## src/rtl/rbs_pkg.sv

```systemverilog
// Notes on behaviour
// - Any reset source holds the device
// - Power-on detector low keeps core reset
// - Enabled timer gives nominal 64 ms
// - Core held while timer still counts
// - Active-low bit enables the timer
// - Timer starts after power-on and brown-out release
// - Active detector at trip holds core
// - Two-bit field picks brown-out mode
// - Only lows beyond filter time reset
// - Always-on start waits ready and supply
// - Always-on stays active, wake not delayed
// - Mode 10 off in sleep, waits ready
// - Mode 01 follows software enable bit
// - Mode 00 off, starts immediately
// - Forced-on ready set before execution
// - Start after timer and pin release
// - Ready flag reads circuit active state
// - Software enable inert outside mode 01
package rbs_pkg;
  localparam logic [1:0] MODE_ALWAYS_ON = 2'h3;
  localparam logic [1:0] MODE_OFF_SLEEP = 2'h2;
  localparam logic [1:0] MODE_SOFTWARE = 2'h1;
  localparam logic [1:0] MODE_ALWAYS_OFF = 2'h0;
  localparam int CLK_HZ = 25000000;
  localparam int PUT_TIME_MS = 64;
  localparam int PUT_CYCLES = CLK_HZ / 1000 * PUT_TIME_MS;
  localparam int FILTER_TIME_US = 1;
  localparam int FILTER_CYCLES = (CLK_HZ / 1000000 * FILTER_TIME_US > 0) ?
    CLK_HZ / 1000000 * FILTER_TIME_US : 1;
  localparam int SLOW_DIV = 806;
  localparam logic SW_ENABLE_RESET = 1'b1;

  typedef struct packed {
    logic [1:0] brownout_mode_select;
    logic powerup_timer_enable_n;
    logic brownout_level_select;
    logic external_reset_enable;
  } rbs_config_type;

  typedef struct packed {
    logic watchdog;
    logic reset_instruction;
    logic stack_overflow;
    logic stack_underflow;
    logic program_exit;
    logic low_power_brownout;
    logic external_reset_pin_n;
  } rbs_sources_type;
endpackage : rbs_pkg

```

## src/rtl/rbs_counter.sv

```systemverilog
`timescale 1ns/100ps
module rbs_counter #(
  parameter int LIMIT = 4
) (
  input wire logic i_clk,
  input wire logic i_arst_n,
  input wire logic i_clear,
  input wire logic i_tick,
  output logic o_done
);
  import rbs_pkg::*;
  localparam int W = $clog2(LIMIT + 1);
  logic [W-1:0] count_reg;
  logic [W-1:0] count_next;
  logic done_next;

  always_comb
  begin
    count_next = count_reg;
    if (i_clear)
      count_next = '0;
    else if (i_tick && count_reg != W'(LIMIT))
      count_next = count_reg + W'(1);
    done_next = !i_clear && (count_next == W'(LIMIT));
  end

  always_ff @(posedge i_clk or negedge i_arst_n)
  begin
    if (!i_arst_n)
    begin
      count_reg <= '0;
      o_done <= 1'b0;
    end
    else
    begin
      count_reg <= count_next;
      o_done <= done_next;
    end
  end
endmodule : rbs_counter

```

## src/rtl/rbs_sequencer.sv

```systemverilog
`timescale 1ns/100ps
module rbs_sequencer #(
  parameter int PUT_COUNT = rbs_pkg::PUT_CYCLES,
  parameter int SLOW_TICKS = rbs_pkg::SLOW_DIV
) (
  input wire logic i_clk,
  input wire logic i_arst_n,
  input wire rbs_pkg::rbs_config_type i_cfg,
  input wire rbs_pkg::rbs_sources_type i_src,
  input wire logic i_supply_low_lvl0,
  input wire logic i_supply_low_lvl1,
  input wire logic i_bor_circuit_ready,
  input wire logic i_sleep,
  input wire logic [7:0] i_addr,
  input wire logic [7:0] i_wdata,
  input wire logic i_wr,
  input wire logic i_rd,
  output logic [7:0] o_rdata,
  output logic o_core_reset,
  output logic o_brownout_ready_flag,
  output logic o_detector_enable
);
  import rbs_pkg::*;
  localparam logic [7:0] ADDR_CONTROL = 8'h00;
  localparam int SW_EN_BIT = 7;
  localparam int READY_BIT = 0;
  localparam int PUT_TICKS = (PUT_COUNT / SLOW_TICKS > 0) ? PUT_COUNT / SLOW_TICKS : 1;
  localparam int DW = $clog2(SLOW_TICKS + 1);

  ////////////////////////////////////////////////////////////
  // Register port and brown-out mode decode
  logic sw_enable_reg;
  logic sw_enable_next;
  logic [7:0] rdata_next;
  logic bor_active;
  logic start_waits_ready;
  logic ready_flag_next;
  logic detector_next;

  always_comb
  begin
    sw_enable_next = sw_enable_reg;
    if (i_wr && i_addr == ADDR_CONTROL)
      sw_enable_next = i_wdata[SW_EN_BIT];
    rdata_next = 8'h00;
    if (i_rd && i_addr == ADDR_CONTROL)
    begin
      rdata_next[SW_EN_BIT] = sw_enable_reg;
      rdata_next[READY_BIT] = o_brownout_ready_flag;
    end
    unique case (i_cfg.brownout_mode_select)
      MODE_ALWAYS_ON: bor_active = 1'b1;
      MODE_OFF_SLEEP: bor_active = !i_sleep;
      MODE_SOFTWARE: bor_active = sw_enable_reg;
      MODE_ALWAYS_OFF: bor_active = 1'b0;
    endcase
    // Every active mode, always-on included, waits for ready before start
    start_waits_ready = bor_active && i_cfg.brownout_mode_select != MODE_ALWAYS_OFF;
    // Flag follows the circuit only while the detector is switched on
    ready_flag_next = bor_active && i_bor_circuit_ready;
    detector_next = bor_active;
  end

  ////////////////////////////////////////////////////////////
  // Brown-out filter: supply must stay low for the filter time
  logic supply_low;
  logic bor_trip;
  assign supply_low = i_cfg.brownout_level_select ? i_supply_low_lvl1 : i_supply_low_lvl0;

  rbs_counter #(.LIMIT(FILTER_CYCLES)) u_filter (
    .i_clk(i_clk),
    .i_arst_n(i_arst_n),
    .i_clear(!(supply_low && bor_active && i_bor_circuit_ready)),
    .i_tick(1'b1),
    .o_done(bor_trip)
  );

  ////////////////////////////////////////////////////////////
  // Power-up timer on a slow tick, restarted by power-on or brown-out
  logic [DW-1:0] div_reg;
  logic [DW-1:0] div_next;
  logic slow_tick;
  logic put_done;
  logic put_clear;

  always_comb
  begin
    slow_tick = (div_reg == DW'(SLOW_TICKS - 1));
    div_next = slow_tick ? '0 : div_reg + DW'(1);
  end

  // Power-on is the async root; brown-out trip clears synchronously
  assign put_clear = bor_trip;

  rbs_counter #(.LIMIT(PUT_TICKS)) u_put (
    .i_clk(i_clk),
    .i_arst_n(i_arst_n),
    .i_clear(put_clear),
    .i_tick(slow_tick),
    .o_done(put_done)
  );

  ////////////////////////////////////////////////////////////
  // Reset combine with synchronised release
  logic hold;
  logic put_hold;
  logic core_reset_next;
  logic ready_wait;
  logic sync_reg;
  logic sync_next;

  always_comb
  begin
    put_hold = !i_cfg.powerup_timer_enable_n && !put_done;
    ready_wait = start_waits_ready && !i_bor_circuit_ready;
    hold = bor_trip || put_hold || ready_wait
      || i_src.watchdog || i_src.reset_instruction || i_src.stack_overflow
      || i_src.stack_underflow || i_src.program_exit || i_src.low_power_brownout
      || (i_cfg.external_reset_enable && !i_src.external_reset_pin_n);
    sync_next = !hold;
    // Assert at once, release only after the second stage
    core_reset_next = hold || !sync_reg;
  end

  always_ff @(posedge i_clk or negedge i_arst_n)
  begin
    if (!i_arst_n)
    begin
      sw_enable_reg <= SW_ENABLE_RESET;
      o_rdata <= 8'h00;
      div_reg <= '0;
      sync_reg <= 1'b0;
      o_core_reset <= 1'b1;
      o_brownout_ready_flag <= 1'b0;
      o_detector_enable <= 1'b0;
    end
    else
    begin
      sw_enable_reg <= sw_enable_next;
      o_rdata <= rdata_next;
      div_reg <= div_next;
      sync_reg <= sync_next;
      o_core_reset <= core_reset_next;
      o_brownout_ready_flag <= ready_flag_next;
      o_detector_enable <= detector_next;
    end
  end

  ////////////////////////////////////////////////////////////
  // Checks
  a_trip_holds_core: assert property (@(posedge i_clk) disable iff (!i_arst_n)
    bor_trip |=> o_core_reset)
    else $error("brown-out trip did not hold core");
  a_source_holds: assert property (@(posedge i_clk) disable iff (!i_arst_n)
    i_src.watchdog |=> o_core_reset)
    else $error("watchdog did not hold core");
  a_put_holds: assert property (@(posedge i_clk) disable iff (!i_arst_n)
    (!i_cfg.powerup_timer_enable_n && !put_done) |=> o_core_reset)
    else $error("core left reset while timer counts");
  a_mode_off_inert: assert property (@(posedge i_clk) disable iff (!i_arst_n)
    (i_cfg.brownout_mode_select == MODE_ALWAYS_OFF) |=> !o_detector_enable)
    else $error("detector on in mode 00");
  a_sw_inert: assert property (@(posedge i_clk) disable iff (!i_arst_n)
    (i_cfg.brownout_mode_select == MODE_ALWAYS_ON) |=> o_detector_enable)
    else $error("software bit affected always-on mode");
  a_sleep_off: assert property (@(posedge i_clk) disable iff (!i_arst_n)
    (i_cfg.brownout_mode_select == MODE_OFF_SLEEP && i_sleep) |=> !o_detector_enable)
    else $error("detector on in sleep for mode 10");
  a_soft_ctrl: assert property (@(posedge i_clk) disable iff (!i_arst_n)
    (i_cfg.brownout_mode_select == MODE_SOFTWARE) |=> (o_detector_enable == $past(sw_enable_reg)))
    else $error("mode 01 ignores software bit");
  a_ready_flag: assert property (@(posedge i_clk) disable iff (!i_arst_n)
    o_brownout_ready_flag |-> $past(bor_active && i_bor_circuit_ready))
    else $error("ready flag without active circuit");
  a_short_glitch: assert property (@(posedge i_clk) disable iff (!i_arst_n)
    $rose(supply_low) |-> !bor_trip)
    else $error("trip without filter");
  a_sync_release: assert property (@(posedge i_clk) disable iff (!i_arst_n)
    $fell(o_core_reset) |-> $past(!hold, 2) && $past(!hold))
    else $error("release not synchronised");


  ////////////////////////////////////////////////////////////
  // Further hold sources
  a_ready_wait_holds: assert property (@(posedge i_clk) disable iff (!i_arst_n)
    ready_wait |=> o_core_reset)
    else $error("core left reset before brown-out ready");
  a_pin_holds: assert property (@(posedge i_clk) disable iff (!i_arst_n)
    (i_cfg.external_reset_enable && !i_src.external_reset_pin_n) |=> o_core_reset)
    else $error("reset pin did not hold core");
  a_low_power_brownout_holds: assert property (@(posedge i_clk) disable iff (!i_arst_n)
    i_src.low_power_brownout |=> o_core_reset)
    else $error("low-power brown-out did not hold core");
  a_stack_holds: assert property (@(posedge i_clk) disable iff (!i_arst_n)
    (i_src.stack_overflow || i_src.stack_underflow) |=> o_core_reset)
    else $error("stack fault did not hold core");
  a_hold_asserts: assert property (@(posedge i_clk) disable iff (!i_arst_n)
    hold |=> o_core_reset)
    else $error("hold did not reach core reset at once");
  a_rise_cause: assert property (@(posedge i_clk) disable iff (!i_arst_n)
    $rose(o_core_reset) |-> $past(hold))
    else $error("core reset rose without a hold");

  ////////////////////////////////////////////////////////////
  // Timer restart and detector gating
  a_put_restart: assert property (@(posedge i_clk) disable iff (!i_arst_n)
    bor_trip |=> !put_done)
    else $error("timer not restarted by brown-out");
  a_no_trip_off: assert property (@(posedge i_clk) disable iff (!i_arst_n)
    !bor_active |=> !bor_trip)
    else $error("trip while detector inactive");
  a_awake_on: assert property (@(posedge i_clk) disable iff (!i_arst_n)
    (i_cfg.brownout_mode_select == MODE_OFF_SLEEP && !i_sleep) |=> o_detector_enable)
    else $error("detector off while awake in mode 10");

  ////////////////////////////////////////////////////////////
  // Register port
  a_rdata_idle: assert property (@(posedge i_clk) disable iff (!i_arst_n)
    !i_rd |=> (o_rdata == 8'h00))
    else $error("read data outside a read");
  a_sw_readback: assert property (@(posedge i_clk) disable iff (!i_arst_n)
    (i_rd && i_addr == ADDR_CONTROL) |=> (o_rdata[SW_EN_BIT] == $past(sw_enable_reg)))
    else $error("software enable not read back");

  c_trip: cover property (@(posedge i_clk) disable iff (!i_arst_n) $rose(bor_trip));
  c_ready_wait: cover property (@(posedge i_clk) disable iff (!i_arst_n) $fell(ready_wait));
  c_sw_off: cover property (@(posedge i_clk) disable iff (!i_arst_n)
    i_cfg.brownout_mode_select == MODE_SOFTWARE && !sw_enable_reg);
  c_put_end: cover property (@(posedge i_clk) disable iff (!i_arst_n) $rose(put_done));
  c_release: cover property (@(posedge i_clk) disable iff (!i_arst_n) $fell(o_core_reset));
endmodule : rbs_sequencer

```

## config.mk

```make
export PLATFORM = sky130hd
export DESIGN_NAME = rbs_sequencer
export DESIGN_NICKNAME = d
export VERILOG_FILES = /design/src/rtl/rbs_pkg.sv /design/src/rtl/rbs_counter.sv /design/src/rtl/rbs_sequencer.sv
export SDC_FILE = /design/constraint.sdc
export NUM_CORES = 1
export LEC_CHECK = 0
export BUFFER_PORTS_ARGS = -buffer_cell sky130_fd_sc_hd__clkbuf_2
export CAP_MARGIN = 10
export CORE_MARGIN = 2
export CORE_UTILIZATION = 53
export CTS_CLUSTER_SIZE = 16
export DETAILED_ROUTE_END_ITERATION = 8
export PLACE_DENSITY_LB_ADDON = 0.15
export SLEW_MARGIN = 25
export SYNTH_ARGS = -nofsm -noshare
export SYNTH_HDL_FRONTEND = slang
export SYNTH_SLANG_ARGS = --single-unit
export TNS_END_PERCENT = 5
```

## constraint.sdc

```tcl
create_clock -name i_clk -period 2.9 [get_ports i_clk]
set_clock_uncertainty 0.1 [all_clocks]
set_input_delay 0.58 -clock i_clk [delete_from_list [all_inputs] [get_ports i_clk]]
set_output_delay 0.58 -clock i_clk [all_outputs]
set_load 0.03 [all_outputs]
```

Word-level counts from Yosys, hierarchy flattened:

Cells that the tools add are included.

* bits of input ports: 36
* ROM bits: 0
* bits in latches: 0
* bits in registers: 35
* memories: 0
* bits in writable memories: 0
* logic and storage cells: 64

* order comparisons: 0
* shifts and indexed selects: 0
* equality and inequality tests: 8
* $mul: 0
* add/subtract/negate cells: 3
* muxes and demuxes: 9
* reductions and logical operators: 33
* div/mod/pow operators: 0
* bitwise gates (word level): 0

Operators by type and width (number)
* $mux W11: 2
* $logic_and A1 B1 Y1: 12
* $add A11 B1 Y11 const B: 1
* $eq A11 B11 Y1 const B: 1
* $ne A11 B11 Y1 const B: 1
* $add A10 B1 Y10 const B: 1
* $eq A10 B10 Y1 const B: 1
* $logic_or A1 B1 Y1: 10
* $mux W10: 1
* $mux W5: 2
* $logic_not A1 Y1: 8
* $logic_not A8 Y1: 1
* $add A5 B1 Y5 const B: 1
* $eq A5 B5 Y1 const B: 1
* $ne A5 B5 Y1 const B: 1
* $eq A2 B2 Y1 const B: 2
* $pmux W1 S4: 1
* $mux W1: 3
* $eq A2 B1 Y1 const B: 1
* $logic_not A2 Y1: 1
* $reduce_bool A2 Y1: 1

Depth between registers and ports, before layout:

* depth in word-level cells: 13
* depth in mapped cells: 7
* gate-level depth less buffers: 7

Hierarchy:

A second synthesis with hierarchy kept.

* cells, all modules: 187
* area total of the unflattened synthesis: 1908.1 um^2

By module, submodules not included
* rbs_sequencer: area an instance 853.3 um^2, cells an instance 82, times used 1, seq. area each 427.9 um^2
* rbs_counter (u_put): area an instance 676.9 um^2, cells an instance 67, times used 1, seq. area each 300.3 um^2
* rbs_counter (u_filter): area an instance 377.9 um^2, cells an instance 38, times used 1, seq. area each 150.1 um^2

Worst setup path after synthesis:

Ideal clock, no wire load.

* path type: register to register
* start point: reg div_reg[4]
* end point: reg u_put.o_done
* period minus slack after synthesis: 2.210 ns
* arrival time: 1.998 ns
* cell stages (with the launch flop): 7
* setup time: 0.111 ns
* slack: 0.690 ns
* buffers on the path: 1
* data required time: 2.689 ns
* path through: dfrtp_1 -> or4b_1 -> buf_6 -> nor4_4 -> and3_4 -> nand3_2 -> a2111oi_2

* word-level cells in the longest chain between the ends: 6

RTL lines
* start, declared: RTL line rbs_sequencer.sv:80 `logic [DW-1:0] div_reg;`
* start signal, assigned: RTL line rbs_sequencer.sv:141 `div_reg <= div_next;`
* $eq A10 B10 Y1: RTL line rbs_sequencer.sv:88 `slow_tick = (div_reg == DW'(SLOW_TICKS - 1));`
* $logic_and A1 B1 Y1: RTL line rbs_counter.sv:22 `else if (i_tick && count_reg != W'(LIMIT))`
* $mux W11: RTL line rbs_counter.sv:22
* $mux W11: RTL line rbs_counter.sv:20 `if (i_clear)`
* $eq A11 B11 Y1: RTL line rbs_counter.sv:24 `done_next = !i_clear && (count_next == W'(LIMIT));`
* $logic_and A1 B1 Y1: RTL line rbs_counter.sv:24
* named net u_put.done_next: RTL line rbs_counter.sv:15 `logic done_next;`
* end signal, assigned: RTL line rbs_counter.sv:37 `o_done <= done_next;`
* end, declared: RTL line rbs_counter.sv:9 `output logic o_done`

The timed path passes the listed nets, and every way through them passes these cells.
A chain may end at the register's enable or synchronous reset.

Worst setup path after layout:

* start point: reg div_reg[4]
* end point: reg u_put.o_done

* word-level cells in the longest chain between the ends: 6

RTL lines
* $eq A10 B10 Y1: RTL line rbs_sequencer.sv:88
* $logic_and A1 B1 Y1: RTL line rbs_counter.sv:22
* $mux W11: RTL line rbs_counter.sv:22
* $mux W11: RTL line rbs_counter.sv:20
* named net u_put.count_next[2]: RTL line rbs_counter.sv:14 `logic [W-1:0] count_next;`
* $eq A11 B11 Y1: RTL line rbs_counter.sv:24
* $logic_and A1 B1 Y1: RTL line rbs_counter.sv:24
* named net u_put.done_next: RTL line rbs_counter.sv:15

The timed path passes the listed nets, and every way through them passes these cells.

==> impl_results.md <==
* Mapped Area at between 1500 and 2000 µm²
* N_diodes at 0
* Multiplexer share of the synthesized area at between 3 and 4%
* Post-synth top cells: dfrtp_1, nor2_1, nand2_1, nand3_1, xnor2_1
* Die footprint at 4120 µm²
* Starting density of the core at 56.3%
* Compound-Gate Fraction of Synth Area at 7.49%
* Post-layout net count at around 270
* TritonCTS clock tree: done
* Main combinational cell family by area after synthesis: simple AND/OR/NAND/NOR gates
* Dominant synthesized flop cell: dfrtp_1
* Largest net degree at the start of global routing at 36
* First-pass GRT wire length at ~6.3 mm
* Outcome: finished clean
* Syn_area_per_cell at 10.2 µm²
* CTS Buffer Depth at 2
* CP arrival at between 2 and 3 ns
* #FFs+latches synth at 35
* FF-to-FF path depth at 5
* Place WS at 0.376 ns
* Post-synthesis sequential area ratio at between 40% and 50%
* Clock root buffer: clkbuf_4
* FMAX at roughly 0.39 GHz
* I/O Pins at 47
* Largest area contributor in the netlist: dfrtp_1
* Post-DR wirelength/cell at about 12 µm
* Max-slew headroom at between 40 and 50%
* XOR/XNOR share of the synthesized area at 7.75%
* DP HPWL at between 2 and 3 mm
* EDFF count, synth at 0
* DRC errors left at 0
* Global Route Usage Sum at around a fifth
* Die H at between 60 and 70 µm
* Worst Setup Slack, final at 0.329 ns
* Final Hold Vio Count at 0
* Detailed-routing wirelength on met1 at 1.55 mm
* Hold Path Class: in2async
* TNS Setup at 0 ns
* Overall routed net length at between 3 and 4 mm
* Top cell type's share of synthesized area at 43.0%
* Crit start category: register
* Post-route minimum period at 2.57 ns
* CP max FO at 9
* DR WL met2 at around 1.6 mm
* Worst vdd ir at between 0.3 and 0.4 mV
* Adder-cell share of the synthesized area at under 10%
* Setup crit end kind: register
* Num CTS Buffers at 5
* Clock sinks at 35
* CTS resizes at 0
* Clk slew on worst S/H paths at 0.10 ns
* Vias after detailed routing at between 1,000 and 1,500
* Yosys cell types at 52
* RSZ-0062 raised after global routing: false
* Crit Path Class: reg2reg
* P per Cell Area at approximately 370 nW/µm²
* Hold_buf cts at 0
* Area Growth Syn to Fin at 12.2%
* H-tree Lvls at 2
* Vias in the first global route at 1,433
* Die width at around 64 µm
* Mapped Cells at about 190
* Pleak at a little over 1 nW
* Multi-input logic area at slightly below 1000 µm²
* DR WL met3 at ~210 µm
* Largest register FFs at 11
* Post-route clock period utilization at approximately 89%
* Reg2reg end: u_put.o_done
* Async SR Flop Fraction at 100%
* Slew @ Worst Pin at between 0.8 and 0.9 ns
* Setup-failing EPs final at 0
* Reg area at just under 900 µm²
* Max layer used: met4
* Core area at around 3400 µm²
* DRT Pass-1 Iters at 4
* Slew Limit Fails at 0
* IO Port Bufs at 33
* Initial antenna violation count at 0
* Clock Latency Late Sink at around 0.33 ns
* Synth warn at 0
* Setup Buffers After CTS at 0
* Most common cell in the netlist: dfrtp_1
* R2R Path Start: div_reg[4]
* Avg Vias per Cell at ~5.3
* Row cnt at 21
* Iter 0 DRT Violations at a little over 60
* Global placement routability congestion at 0.784
* FF-to-FF setup slack at 0.33 ns
* Total global routing overflow at 0
* Max-cap viol count at 0
* Finished Core Util at a little over three fifths
* Synth top area cells: dfrtp_1, xnor2_1, nor2_1
* Ratio of cells with drive above 1 in the final layout at approximately 25%
* Routed Antenna Nets at 0
* Fill cell count at around 280
* Required @ worst endpoint at just over 3 ns
* Simple-Gate Fraction of Synth Area at approximately 26%
==> area by class of cell <==
cell class	count	share of cell area, %
multi-input cells	141	44.7
flip-flops and latches	35	40.7
repair buffers	33	7.66
well taps	46	2.67
clock buffers	5	1.74
inverters	10	1.74
clock inverters	3	0.696
==> power breakdown <==
part	leakage [nW]	internal, mW	switching, mW
Combinational	0.515	0.0200	0.0328
Sequential	0.465	0.491	0.00247
Clock	0.0347	0.0901	0.157
==> cell families (layout without fill, tap and decap cells) <==
group,count (synthesis),count (layout)
xor gates and xnor gates,17,17
other,1,6
buffers and inverters,18,51
and+or+nand+nor,85,85
AOI/OAI and AO/OA,20,20
DFF,35,35
adders and majority gates,6,6
muxes,7,7
==> how the worst max path moves through the flow <==
stage,endpoint,start,cells after the start,slack [ns]
final,u_put.o_done,div_reg[4],5,0.33
after global routing,u_put.o_done,div_reg[4],5,0.18
after CTS,u_put.o_done,div_reg[4],5,0.32
after detailed placement,u_put.o_done,div_reg[4],5,0.38
after global placement,u_put.o_done,div_reg[4],5,0.42
after floorplan,u_put.o_done,div_reg[4],6,0.69
==> layer usage <==
layer | global-route usage (%) | vias to the layer above
met5 | 0 | -
met4 | 5.59 | 0
met3 | 5.99 | 5
met2 | 33.1 | 41
met1 | 24.9 | 668
li1 | - | 728
==> layout by cell type, fill, tap and decap left out, drive strengths merged, types with 2 or more instances in the layout <==
cell      n
nand4     5
dfstp     2
conb      6
clkinv    3
nand3    12
xor2      6
mux2      5
inv      10
nor4      4
clkbuf   38
ha        6
nor3      4
mux2i     2
o21ai     3
xnor2    11
nor2b     3
and3      5
dfrtp    33
a21oi     5
or4       3
and2      2
nand4b    2
nand2    11
nor2     25
o2111ai   2
nand2b    3
==> through the flow <==
stage | hold WS [ns] | area (µm²) | power [mW] | std cells
after floorplan | 0.184 | 1940 | 0.532 | 194
after global placement | 0.256 | 2100 | 0.555 | 265
after detailed placement | 0.274 | 2100 | 0.557 | 265
after CTS | 0.257 | 2160 | 0.811 | 273
after global routing | 0.289 | 2160 | 0.841 | 273
final | 0.234 | 2160 | 0.794 | 273
==> worst max-delay path: stages (launching register included) <==
cell and delay, ns:
dfrtp_1 0.43, or4b_1 0.73, nor3_2 0.50, a21bo_2 0.22
a21oi_1 0.08, a2111oi_2 0.39
Note: power is estimated with default switching activity, not from simulation.
